$ cat src/rtl/strap_capture_pkg.sv
// constants, types and field layout for the strap option capture registers
// assumes the strap pins are stable while reset is asserted and just after
// What this block does
// - each strap register bit loads the level sampled on its strap pin
// - first strap register is read-only at index 04ah of the index/data pair
// - first register bits 7-6 show pins 7,6: pci clock pll range
// - first register bits 5-4 show pins 9,8: system bus mode
// - both mode pins low selects isa expansion mode
// - first register bit 2 shows pin 5: memory/host clock synchronisation
// - first register bits 1-0 show pins 4 and 17: pci clock divider
// - second register is read-only at index 04bh, bits 5-1 reserved
// - second register bits 7-6 show pins 40,14: cpu clock multiplier
// - second register bit 0 shows pin 36: boot device width
// - host pll register is read-only at index 05fh, bits 2-0 reserved
// - host pll register bits 7-6 always read zero
// - host pll register bits 5-3 show pins 26,25,24: host clock code
// - with pins 3,2 low codes 0..3 give 25,50,60,66 mhz host clock
// - third register at index 04ch is read-only except writable bit 4
// - third register bit 7 shows pin 53: parallel port enable
// - third register bit 6 shows pin 52: keyboard controller enable
// - third register bit 4 shows pin 20: dot clock pin direction
// - third register bit 3 shows pin 19: memory clock output drive
// - third register bit 2 shows pin 18: host clock pin direction
// - third register bits 1,0 show pins 51,50: serial ports one and two
// - deskew pins 45,46 select host range 33-64 or 64-133 mhz
// - the deskew pair has no software-readable location
package strap_capture_pkg;

  localparam int unsigned STRAP_PIN_W = 64;
  localparam int unsigned IDX_W       = 8;

  // configuration indices
  localparam logic [7:0] IDX_CLOCK_MODE = 8'h4a;
  localparam logic [7:0] IDX_CPU_BOOT   = 8'h4b;
  localparam logic [7:0] IDX_PERIPH     = 8'h4c;
  localparam logic [7:0] IDX_HOST_PLL   = 8'h5f;

  // strap pin numbers
  localparam int unsigned PIN_HSPD0   = 2;
  localparam int unsigned PIN_HSPD1   = 3;
  localparam int unsigned PIN_PCIDIV0 = 4;
  localparam int unsigned PIN_SYNC    = 5;
  localparam int unsigned PIN_PCIPLL0 = 6;
  localparam int unsigned PIN_PCIPLL1 = 7;
  localparam int unsigned PIN_MODE0   = 8;
  localparam int unsigned PIN_MODE1   = 9;
  localparam int unsigned PIN_MULT0   = 14;
  localparam int unsigned PIN_PCIDIV1 = 17;
  localparam int unsigned PIN_HCLKDIR = 18;
  localparam int unsigned PIN_MCLKDIR = 19;
  localparam int unsigned PIN_DCLKDIR = 20;
  localparam int unsigned PIN_HPLL0   = 24;
  localparam int unsigned PIN_HPLL1   = 25;
  localparam int unsigned PIN_HPLL2   = 26;
  localparam int unsigned PIN_BOOTW   = 36;
  localparam int unsigned PIN_MULT1   = 40;
  localparam int unsigned PIN_DSK0    = 45;
  localparam int unsigned PIN_DSK1    = 46;
  localparam int unsigned PIN_SER2    = 50;
  localparam int unsigned PIN_SER1    = 51;
  localparam int unsigned PIN_KBD     = 52;
  localparam int unsigned PIN_PAR     = 53;

  // writable bit of the peripheral register
  localparam int unsigned DOT_DIR_BIT = 4;

  // mode and code encodings
  localparam logic [1:0] MODE_ISA     = 2'h0;
  localparam logic [1:0] PLL_RANGE_LO = 2'h0;
  localparam logic [1:0] PLL_RANGE_HI = 2'h1;
  localparam logic [1:0] MULT_X1      = 2'h1; // {pin40,pin14}
  localparam logic [1:0] MULT_X2      = 2'h3;
  localparam logic [1:0] DSK_LOW      = 2'h2; // {pin45,pin46}
  localparam logic [1:0] DSK_HIGH     = 2'h1;
  localparam logic [2:0] HPLL_25      = 3'h0;
  localparam logic [2:0] HPLL_50      = 3'h1;
  localparam logic [2:0] HPLL_60      = 3'h2;
  localparam logic [2:0] HPLL_66      = 3'h3;

  // host clock selection handed to the synthesizer
  typedef enum logic [4:0] {
    HCLK_25  = 5'h01,
    HCLK_50  = 5'h02,
    HCLK_60  = 5'h04,
    HCLK_66  = 5'h08,
    HCLK_RSV = 5'h10
  } host_clk_sel_e;

  // decoded strap settings
  typedef struct packed {
    logic [1:0]    pci_pll_range;
    logic          pci_pll_valid;
    logic [1:0]    bus_mode;
    logic          isa_mode;
    logic          mem_host_sync;
    logic [1:0]    pci_div;
    logic [1:0]    cpu_mult;
    logic          cpu_mult_valid;
    logic          boot_16bit;
    logic [2:0]    host_pll_code;
    host_clk_sel_e host_clk_sel;
    logic [1:0]    deskew_code;
    logic          deskew_valid;
    logic          par_en;
    logic          kbd_en;
    logic          ser1_en;
    logic          ser2_en;
  } strap_cfg_s;

  // clock pin direction controls
  typedef struct packed {
    logic dot_clk_drive;
    logic mem_clk_drive;
    logic host_clk_drive;
  } clk_pin_dir_s;

endpackage

$ cat src/rtl/strap_option_capture_regs.sv
// strap option capture registers behind the index/data configuration port
// assumes strap pins hold their levels during reset; index/data port is synchronous
`timescale 1ns/1ps
module strap_option_capture_regs
(
  input  wire logic                                       ref_clk_i,
  input  wire logic                                       reset_n_i,
  input  wire logic [strap_capture_pkg::STRAP_PIN_W-1:0] memory_data_strap_pins_i,
  input  wire logic [strap_capture_pkg::IDX_W-1:0]       cfg_index_i,
  input  wire logic                                       cfg_rd_i,
  input  wire logic                                       cfg_wr_i,
  input  wire logic [7:0]                                 cfg_wdata_i,
  output logic      [7:0]                                 cfg_rdata_o,
  output logic                                            cfg_hit_o,
  output strap_capture_pkg::strap_cfg_s                   strap_cfg_o,
  output strap_capture_pkg::clk_pin_dir_s                 clk_pin_dir_o
);
  import strap_capture_pkg::*;

  logic [1:0] rst_sync_reg;
  logic       rst_n;
  logic       captured_reg;
  logic [1:0] hspd_reg;

  logic [7:0] clock_mode_reg;
  logic [7:0] cpu_boot_reg;
  logic [7:0] periph_reg;
  logic [7:0] host_pll_reg;
  logic [1:0] deskew_reg;

  // reset release through two flops
  always_ff @(posedge ref_clk_i or negedge reset_n_i)
  begin
    if (!reset_n_i)
      rst_sync_reg <= 2'h0;
    else
      rst_sync_reg <= {rst_sync_reg[0], 1'b1};
  end
  assign rst_n = rst_sync_reg[1];

  wire [STRAP_PIN_W-1:0] p = memory_data_strap_pins_i;

  wire [7:0] clock_mode_next = {p[PIN_PCIPLL1], p[PIN_PCIPLL0],
                                p[PIN_MODE1], p[PIN_MODE0], 1'b0,
                                p[PIN_SYNC],
                                p[PIN_PCIDIV0], p[PIN_PCIDIV1]};
  wire [7:0] cpu_boot_next   = {p[PIN_MULT1], p[PIN_MULT0],
                                5'h00, p[PIN_BOOTW]};
  wire [7:0] periph_next     = {p[PIN_PAR], p[PIN_KBD], 1'b0,
                                p[PIN_DCLKDIR], p[PIN_MCLKDIR],
                                p[PIN_HCLKDIR], p[PIN_SER1], p[PIN_SER2]};
  wire [7:0] host_pll_next   = {2'h0, p[PIN_HPLL2], p[PIN_HPLL1],
                                p[PIN_HPLL0], 3'h0};

  wire do_capture = !captured_reg;
  wire dot_wr     = captured_reg && cfg_wr_i && (cfg_index_i == IDX_PERIPH);

  // one-shot capture on the first edge after reset release
  always_ff @(posedge ref_clk_i or negedge rst_n)
  begin
    if (!rst_n)
    begin
      captured_reg   <= 1'b0;
      clock_mode_reg <= 8'h00;
      cpu_boot_reg   <= 8'h00;
      periph_reg     <= 8'h00;
      host_pll_reg   <= 8'h00;
      deskew_reg     <= 2'h0;
      hspd_reg       <= 2'h0;
    end
    else if (do_capture)
    begin
      captured_reg   <= 1'b1;
      clock_mode_reg <= clock_mode_next;
      cpu_boot_reg   <= cpu_boot_next;
      periph_reg     <= periph_next;
      host_pll_reg   <= host_pll_next;
      deskew_reg     <= {p[PIN_DSK0], p[PIN_DSK1]};
      hspd_reg       <= {p[PIN_HSPD1], p[PIN_HSPD0]};
    end
    else if (dot_wr)
      periph_reg[DOT_DIR_BIT] <= cfg_wdata_i[DOT_DIR_BIT];
  end

  // read decode: deskew has no index
  wire       hit_a = (cfg_index_i == IDX_CLOCK_MODE);
  wire       hit_b = (cfg_index_i == IDX_CPU_BOOT);
  wire       hit_c = (cfg_index_i == IDX_PERIPH);
  wire       hit_d = (cfg_index_i == IDX_HOST_PLL);
  wire       hit_any = hit_a | hit_b | hit_c | hit_d;
  wire [7:0] rd_mux = hit_a ? clock_mode_reg :
                      hit_b ? cpu_boot_reg :
                      hit_c ? periph_reg :
                      hit_d ? host_pll_reg : 8'h00;

  always_ff @(posedge ref_clk_i or negedge rst_n)
  begin
    if (!rst_n)
    begin
      cfg_rdata_o <= 8'h00;
      cfg_hit_o   <= 1'b0;
    end
    else
    begin
      cfg_rdata_o <= cfg_rd_i ? rd_mux : 8'h00;
      cfg_hit_o   <= cfg_rd_i & hit_any;
    end
  end

  // decoded settings
  wire [2:0]     hcode  = host_pll_reg[5:3];
  host_clk_sel_e hsel;
  assign hsel = (hspd_reg != 2'h0) ? HCLK_RSV :
                (hcode == HPLL_25) ? HCLK_25 :
                (hcode == HPLL_50) ? HCLK_50 :
                (hcode == HPLL_60) ? HCLK_60 :
                (hcode == HPLL_66) ? HCLK_66 : HCLK_RSV;

  strap_cfg_s cfg_next;
  always_comb
  begin
    cfg_next                = '0;
    cfg_next.pci_pll_range  = clock_mode_reg[7:6];
    cfg_next.pci_pll_valid  = !clock_mode_reg[7];
    cfg_next.bus_mode       = clock_mode_reg[5:4];
    cfg_next.isa_mode       = (clock_mode_reg[5:4] == MODE_ISA);
    cfg_next.mem_host_sync  = clock_mode_reg[2];
    cfg_next.pci_div        = clock_mode_reg[1:0];
    cfg_next.cpu_mult       = cpu_boot_reg[7:6];
    cfg_next.cpu_mult_valid = (cpu_boot_reg[7:6] == MULT_X1) ||
                              (cpu_boot_reg[7:6] == MULT_X2);
    cfg_next.boot_16bit     = cpu_boot_reg[0];
    cfg_next.host_pll_code  = hcode;
    cfg_next.host_clk_sel   = hsel;
    cfg_next.deskew_code    = deskew_reg;
    cfg_next.deskew_valid   = (deskew_reg == DSK_LOW) || (deskew_reg == DSK_HIGH);
    cfg_next.par_en         = periph_reg[7];
    cfg_next.kbd_en         = periph_reg[6];
    cfg_next.ser1_en        = periph_reg[1];
    cfg_next.ser2_en        = periph_reg[0];
  end

  always_ff @(posedge ref_clk_i or negedge rst_n)
  begin
    if (!rst_n)
    begin
      strap_cfg_o   <= '0;
      clk_pin_dir_o <= '0;
    end
    else
    begin
      strap_cfg_o                  <= cfg_next;
      clk_pin_dir_o.dot_clk_drive  <= periph_reg[DOT_DIR_BIT];
      clk_pin_dir_o.mem_clk_drive  <= periph_reg[3];
      clk_pin_dir_o.host_clk_drive <= periph_reg[2];
    end
  end

  // checks
  property p_capture;
    @(posedge ref_clk_i) disable iff (!rst_n)
    do_capture |=> clock_mode_reg == $past(clock_mode_next)
                && host_pll_reg == $past(host_pll_next);
  endproperty
  a_capture: assert property (p_capture) else $error("strap capture mismatch");

  property p_hold;
    @(posedge ref_clk_i) disable iff (!rst_n)
    captured_reg |=> $stable(clock_mode_reg) && $stable(cpu_boot_reg)
                  && $stable(host_pll_reg) && $stable(deskew_reg);
  endproperty
  a_hold: assert property (p_hold) else $error("strap value changed after capture");

  property p_rd_a;
    @(posedge ref_clk_i) disable iff (!rst_n)
    cfg_rd_i && cfg_index_i == IDX_CLOCK_MODE |=> cfg_rdata_o == clock_mode_reg && cfg_hit_o;
  endproperty
  a_rd_a: assert property (p_rd_a) else $error("index 4a read wrong");

  property p_rsv_b;
    @(posedge ref_clk_i) disable iff (!rst_n)
    cpu_boot_reg[5:1] == 5'h00;
  endproperty
  a_rsv_b: assert property (p_rsv_b) else $error("reserved bits set");

  property p_hpll_zero;
    @(posedge ref_clk_i) disable iff (!rst_n)
    cfg_rd_i && cfg_index_i == IDX_HOST_PLL |=> cfg_rdata_o[7:6] == 2'h0;
  endproperty
  a_hpll_zero: assert property (p_hpll_zero) else $error("host pll top bits nonzero");

  property p_ro_write;
    @(posedge ref_clk_i) disable iff (!rst_n)
    captured_reg && cfg_wr_i |=> $stable(periph_reg[7:5]) && $stable(periph_reg[3:0]);
  endproperty
  a_ro_write: assert property (p_ro_write) else $error("read-only bit written");

  property p_dot_wr;
    @(posedge ref_clk_i) disable iff (!rst_n)
    dot_wr |=> ##1 clk_pin_dir_o.dot_clk_drive == $past(cfg_wdata_i[DOT_DIR_BIT], 2);
  endproperty
  a_dot_wr: assert property (p_dot_wr) else $error("dot clock write not applied");

  property p_isa;
    @(posedge ref_clk_i) disable iff (!rst_n)
    clock_mode_reg[5:4] == MODE_ISA |=> strap_cfg_o.isa_mode;
  endproperty
  a_isa: assert property (p_isa) else $error("isa mode not reported");

  property p_no_deskew_read;
    @(posedge ref_clk_i) disable iff (!rst_n)
    cfg_rd_i && !hit_any |=> cfg_rdata_o == 8'h00 && !cfg_hit_o;
  endproperty
  a_no_deskew_read: assert property (p_no_deskew_read) else $error("unmapped read");

  // read data only stands for the cycle after a read
  property p_rd_idle;
    @(posedge ref_clk_i) disable iff (!rst_n)
    !cfg_rd_i |=> cfg_rdata_o == 8'h00 && !cfg_hit_o;
  endproperty
  a_rd_idle: assert property (p_rd_idle) else $error("read data outside read");

  property p_pin_dir;
    @(posedge ref_clk_i) disable iff (!rst_n)
    captured_reg |=> clk_pin_dir_o.mem_clk_drive == $past(periph_reg[3])
                  && clk_pin_dir_o.host_clk_drive == $past(periph_reg[2]);
  endproperty
  a_pin_dir: assert property (p_pin_dir) else $error("clock pin drive wrong");

  c_capture: cover property (@(posedge ref_clk_i) disable iff (!rst_n) do_capture);
  c_rd_pll:  cover property (@(posedge ref_clk_i) cfg_rd_i && hit_d);
  c_dot_wr:  cover property (@(posedge ref_clk_i) dot_wr);
  c_isa:     cover property (@(posedge ref_clk_i) strap_cfg_o.isa_mode);
endmodule

$ cat config.mk
export PLATFORM = sky130hd
export DESIGN_NAME = strap_option_capture_regs
export DESIGN_NICKNAME = d
export VERILOG_FILES = /design/src/rtl/strap_capture_pkg.sv /design/src/rtl/strap_option_capture_regs.sv
export SDC_FILE = /design/constraint.sdc
export NUM_CORES = 1
export LEC_CHECK = 0
export BUFFER_PORTS_ARGS = -buffer_cell sky130_fd_sc_hd__buf_2
export CELL_PAD_IN_SITES_DETAIL_PLACEMENT = 0
export CELL_PAD_IN_SITES_GLOBAL_PLACEMENT = 2
export CORE_MARGIN = 2
export CORE_UTILIZATION = 25
export DETAILED_ROUTE_END_ITERATION = 10
export PLACE_DENSITY = 0.79
export SLEW_MARGIN = 10
export SYNTH_ARGS = -nofsm -noshare
export SYNTH_HDL_FRONTEND = slang
export SYNTH_SLANG_ARGS = --single-unit
export TNS_END_PERCENT = 1
$ cat constraint.sdc
create_clock -name ref_clk_i -period 2.2 [get_ports ref_clk_i]
set_clock_uncertainty 0.1 [all_clocks]
set_input_delay 0.66 -clock ref_clk_i [delete_from_list [all_inputs] [get_ports ref_clk_i]]
set_output_delay 0.66 -clock ref_clk_i [all_outputs]
set_load 0.02 [all_outputs]
==> impl_metrics.yaml, run 1 <==
outcome:
  status: "finished clean"
clock_tree:
  post_cts_resized: 0
  worst_skew_pair.late_latency_ns: 0.34
  clk_pin_slew_ns: 0.07
  htreeDepth: 3
  root_buffer: "clkbuf_8"
  clockBufferDepth: 2
  clock-sinks: 67
  cts_tree: "built"
  cts_buffers: 9
yosys:
  yosysTopAreaCell: "dfrtp_1"
  synthTopCellsByCount: "dfrtp_1, mux2_2, nand2_1"
  syn-cell-area_mm2: 0.00234
  yosysSeqAreaShare: 0.715
  yosysMostFrequentCell: "dfrtp_1"
  ys_ff_latch: 67
  ys_async_sr_fraction: 1.00
  avgSynthCellArea_um2: 15.2
  synth_top_area_frac: 0.715
  synth-main-ff-cell: "dfrtp_1"
  synth_area_leaders: "dfrtp_1, mux2_2, nand2_1"
  synth_edf_count: 0
  yosysWarnings: 0
  ys_types: 28
  syn_inst: 154
sta:
  timing.hold.ws_ns: 0.181
  fin_crit_ns: 1.63
  max_freq_ghz: 0.614
  tns_ns: 0
  slew_headroom: 0.603
  final-setup-viol-count: 0
  rsz0062_at_grt: "false"
  report.final.slew_viol_count: 0
  worst_slew_pin_slew_ns: 0.595
  hold_violations: 0
  finalCritPeriodShare: 0.740
critical_path:
  cp_max_fo: 1
  path_cells: "buf_2"
  worstPathBufferInverterCount: 1
  cpPeakStageDelay_ns: 0.37
  start_kind: "flip-flop"
  critPathKind: "reg2out"
  cpMaxStageDelayCell: "dfrtp_1"
  crit_required_ns: 1.44
  worstRegToRegCells: 2
  worst-path-stages: 1
  arrival_ns: 0.87
  crit_family: "flip-flops"
  cp-end-kind: "output pin"
  timing.rr.start: "captured_reg"
  startpoint: "strap_cfg_o[26]"
final_layout:
  largest_reg_flops: 28
  n_antenna_cell: 0
  top_register: "strap_cfg_o"
  drive_gt1_frac: 0.518
  utilization: 0.339
  top_regs: "strap_cfg_o (28), cfg_rdata_o (8)"
  area_growth_pct: 32.4
  nFillCells: 921
  nets: 324
floorplan:
  coreArea_mm2: 0.00915
  fp-row-count: 35
  fp.dieW_um: 101
  start_util: 0.256
  dieArea_mm2: 0.0102
  boundaryPins: 124
  dieHeight_um: 101
route:
  vias: 1497
  firstDrtPassIters: 4
  ant_nets: 0
  routedWlPerCell_um: 14.6
  viasPerCell: 4.21
  drc: 0
  drt_iter0_drc: 48
  wirelength_um: 5200
global_routing:
  antenna_found_initial: 0
  grt_overflow: 0
  grtUsageTotal: 0.111
  grt_pass1_vias: 1560
  grt_max_degree: 33
  grt_pass1_wl_um: 8090
placement:
  port_buffers: 76
  post-dp-hpwl_um: 3780
  gp_congestion: 0.711
power:
  p_leak_nw: 1.47
  p_per_area_mw_per_mm2: 870
  irDropWorstVdd_mv: 0.261
min_path:
  hp-class: "reg2async"
run:
  drv_cap: 0
## final timing paths
check	endpoint	slack (ns)
worst max register to register	periph_reg[7]	0.75
worst min-delay path	clock_mode_reg[2]	0.18
worst max-delay path	strap_cfg_o[26]	0.57
min in group ref_clk_i	rst_sync_reg[1]	0.25
worst min register to register	clock_mode_reg[2]	0.18
max in group asynchronous	strap_cfg_o[8]	1.25
## kinds of logic (layout without fill, tap and decap cells)
group / count (synthesis) / after routing / synth area share
AO/OA/AOI/OAI: 11 / 11 / 0.0320
XOR/XNOR: 1 / 1 / 0.00374
buffers and inverters: 11 / 101 / 0.0262
flip-flops: 67 / 67 / 0.715
multiplexers: 27 / 27 / 0.129
other: 1 / 2 / 0.00160
AND/OR/NAND/NOR: 36 / 36 / 0.0918
## routing by layer
metal	vias to the layer above	GRT usage	wire length, µm
met2	42	0.179	2600
li1	711	-	-
met4	0	0.0569	104
met5	-	0	0
met1	735	0.125	2120
met3	9	0.0465	374
## timing repair
action / 4_1_cts / 5_1_grt
hold endpoints to repair: 2 / 0
hold buffers: 1 / 0
buffers inserted: 0 / 0
## final cells by class
type | instances | area, µm² | share of cell area
Clock inverter | 5 | 52.6 | 0.0169
Timing Repair Buffer | 82 | 465 | 0.150
Tap cell | 111 | 139 | 0.0448
Clock buffer | 11 | 141 | 0.0456
Multi-Input combinational cell | 77 | 616 | 0.198
Inverter | 3 | 11.3 | 0.00363
Sequential cell | 67 | 1680 | 0.541
## power by group
part	internal [mW]	leakage, nW	switching [mW]
logic	0.131	0.568	0.161
registers	1.33	0.808	0.0682
clock network	0.549	0.0991	0.458
total	2.01	1.47	0.687
## layout by cell type, fill, tap and decap left out
cell	n
nor3b_4	1
nand3b_1	2
clkinvlp_4	1
nand3_1	6
clkbuf_1	1
nor4bb_2	1
nor2_1	2
bufinv_16	1
dfrtp_1	66
a31oi_1	2
clkbuf_8	10
a221oi_2	1
mux2i_1	1
o22ai_1	4
a21oi_1	3
xor2_1	1
nor3_1	2
nand2_1	10
buf_4	2
a22oi_1	1
nand4_1	6
buf_12	3
dlygate4sd3_1	1
and3_1	3
buf_2	76
nor2b_1	1
mux2_2	26
nor3b_1	1
inv_1	3
dfrtp_2	1
nor3_4	1
conb_1	2
clkinv_2	3
## through the flow
step	power, mW	cell area (µm²)	cells	setup slack [ns]
after floorplan	1.58	2350	155	0.0962
after detailed placement	1.72	2900	339	0.287
after global routing	2.84	3100	356	0.523
final	2.70	3100	356	0.571
after CTS	2.74	3100	356	0.547
after global placement	1.72	2900	339	0.295
(Power assumes the default switching activity.)
==> run 2: changes to the inputs <==
--- a/config.mk
+++ b/config.mk
@@ -5,13 +5,14 @@
 export SDC_FILE = /design/constraint.sdc
 export NUM_CORES = 1
 export LEC_CHECK = 0
+export ABC_AREA = 1
 export BUFFER_PORTS_ARGS = -buffer_cell sky130_fd_sc_hd__buf_2
 export CELL_PAD_IN_SITES_DETAIL_PLACEMENT = 0
 export CELL_PAD_IN_SITES_GLOBAL_PLACEMENT = 2
 export CORE_MARGIN = 2
-export CORE_UTILIZATION = 25
+export CORE_UTILIZATION = 24
 export DETAILED_ROUTE_END_ITERATION = 10
-export PLACE_DENSITY = 0.79
+export PLACE_DENSITY = 0.78
 export SLEW_MARGIN = 10
 export SYNTH_ARGS = -nofsm -noshare
 export SYNTH_HDL_FRONTEND = slang
==> constraint.sdc (replaced) <==
create_clock -name ref_clk_i -period 1.4 [get_ports ref_clk_i]
set_clock_uncertainty 0.1 [all_clocks]
set_input_delay 0.42 -clock ref_clk_i [delete_from_list [all_inputs] [get_ports ref_clk_i]]
set_output_delay 0.42 -clock ref_clk_i [all_outputs]
set_load 0.02 [all_outputs]
==> run 2 against run 1 <==
Global-route usage shrank 0.23 points; via count grew 6.7%; combinational power up 64%; synthesized cell count is 21% higher; clock power grew 79%; largest power group unchanged.
==> impl_metrics.yaml, run 2 <==
outcome:
  status: "finished clean"
sta:
  fin_crit_ns: 1.39
  final-setup-viol-count: 0
  hold_violations: 0
  report.final.slew_viol_count: 0
  finalCritPeriodShare: 0.990
  tns_ns: 0
  rsz0062_at_grt: "true"
  max_freq_ghz: 0.721
final_layout:
  multiInputGateArea_um2: 653
  ff_latch_area_mm2: 0.00168
  largest_reg_flops: 28
  n_antenna_cell: 0
  mostFrequentLayoutCells: "buf_2, dfrtp_1, nand3_1"
  drive_gt1_frac: 0.479
  top_regs: "strap_cfg_o (28), cfg_rdata_o (8)"
  nets: 361
  top_register: "strap_cfg_o"
  area_growth_pct: 37.7
  layout_commonest_cell: "buf_2"
  nFillCells: 1026
clock_tree:
  root_buffer: "clkbuf_8"
  clk_pin_slew_ns: 0.08
  worst_skew_pair.late_latency_ns: 0.34
  cts_buffers: 9
  cts_setup_buffers: 0
  cts_tree: "built"
  clock-sinks: 67
  clockBufferDepth: 2
  htreeDepth: 3
yosys:
  synth_top_area_frac: 0.696
  yosysMostFrequentCell: "dfrtp_1"
  synth-main-ff-cell: "dfrtp_1"
  synth_edf_count: 0
  yosysTopAreaCell: "dfrtp_1"
  synthTopCellsByCount: "dfrtp_1, nand3_1, mux2_2"
  avgSynthCellArea_um2: 13.0
  ys_async_sr_fraction: 1.00
  ys_types: 20
  yosysWarnings: 0
  syn_inst: 186
  synth_area_leaders: "dfrtp_1, mux2_2, nand3_1"
  syn-cell-area_mm2: 0.00241
  ys_ff_latch: 67
  yosysSeqAreaShare: 0.696
critical_path:
  reg2reg_to: "clock_mode_reg[6]"
  critPathKind: "reg2out"
  cp-end-kind: "output pin"
  crit_required_ns: 0.88
  worstRegToRegCells: 2
  worstPathBufferInverterCount: 1
  crit_family: "flip-flops"
  cpMaxStageDelayCell: "dfrtp_1"
  path_cells: "buf_6"
  arrival_ns: 0.87
  cp_max_fo: 1
  timing.rr.start: "captured_reg"
  reg2reg_slack_ns: 0.19
  cpPeakStageDelay_ns: 0.39
  start_kind: "flip-flop"
floorplan:
  boundaryPins: 124
  fp.dieW_um: 104
  fp-row-count: 36
  coreArea_mm2: 0.00977
  start_util: 0.247
  dieHeight_um: 104
  dieArea_mm2: 0.0109
global_routing:
  grtUsageTotal: 0.108
  grt_pass1_vias: 1634
  grt_pass1_wl_um: 8690
  antenna_found_initial: 1
  grt_overflow: 0
  grt_max_degree: 29
placement:
  gp_congestion: 0.769
  port_buffers: 76
  post-dp-hpwl_um: 3930
min_path:
  hp-class: "reg2async"
route:
  drc: 0
  drt_iter0_drc: 45
  routedWlPerCell_um: 12.9
  firstDrtPassIters: 4
  viasPerCell: 3.85
  ant_nets: 0
  wirelength_um: 5370
  vias: 1598
power:
  p_per_area_mw_per_mm2: 1350
  p_total_mw: 4.47
  irDropWorstVdd_mv: 0.504
  p_leak_nw: 1.64
run:
  drv_cap: 0
==> run 2: stage by stage <==
stage | cells | instance area (µm²) | util | setup WS (ns) | hold WS (ns)
floorplan | 187 | 2410 | - | 0.154 | 0.0244
global placement | 398 | 3030 | 0.310 | -0.0163 | 0.0858
detailed placement | 398 | 3030 | 0.310 | -0.0291 | 0.0940
CTS | 415 | 3290 | 0.337 | -0.0275 | 0.0943
global route | 415 | 3320 | 0.340 | -0.0362 | 0.112
finish | 415 | 3320 | 0.340 | 0.0136 | 0.0820
==> run 2: area by class of cell <==
type | instances | area share
flip-flops and latches | 67 | 0.505
multi-input cells | 100 | 0.197
repair buffers | 83 | 0.161
well taps | 133 | 0.0501
clock buffers | 10 | 0.0415
clock inverters | 6 | 0.0268
inverters | 16 | 0.0181
==> run 2: cells by family after synthesis <==
family / Yosys count / synth area share
other: 1 / 0.00156
AO/OA/AOI/OAI: 8 / 0.0166
flip-flops: 67 / 0.696
XOR/XNOR: 1 / 0.00364
AND/OR/NAND/NOR: 69 / 0.154
buffers and inverters: 20 / 0.0348
multiplexers: 20 / 0.0935
==> run 2: timing repair <==
action                     in CTS  in global routing
resized for setup               8                  8
gates cloned                    0                  0
hold buffers                    1                  0
pin swaps                       0                  0
setup endpoints to repair      26                 39
hold endpoints to repair        2                  0
==> run 2: worst max path at each step <==
stage                         start              end  slack [ns]  cells past startpoint
floorplan           rst_sync_reg[1]     captured_reg        0.15                      0
global placement     cfg_index_i[4]   cfg_rdata_o[4]       -0.02                      8
detailed placement   cfg_index_i[4]    periph_reg[4]       -0.03                      7
CTS                  cfg_rdata_o[1]   cfg_rdata_o[1]       -0.03                      1
global route        strap_cfg_o[20]  strap_cfg_o[20]       -0.04                      1
finish               cfg_rdata_o[1]   cfg_rdata_o[1]        0.01                      1
==> run 2: where the power goes <==
group          total, mW  leakage [nW]  internal, mW  switching [mW]
Clock               1.81         0.108          1.05           0.759
Sequential          2.18         0.806          2.09          0.0921
Combinational      0.478         0.724         0.202           0.275
==> run 2: metal layers <==
layer / track usage / wire (µm) / share of wire
met1: 0.145 / 2490 / 0.46
met2: 0.151 / 2430 / 0.45
met3: 0.0414 / 323 / 0.060
met4: 0.0569 / 117 / 0.022
met5: 0 / 13 / 0.0024
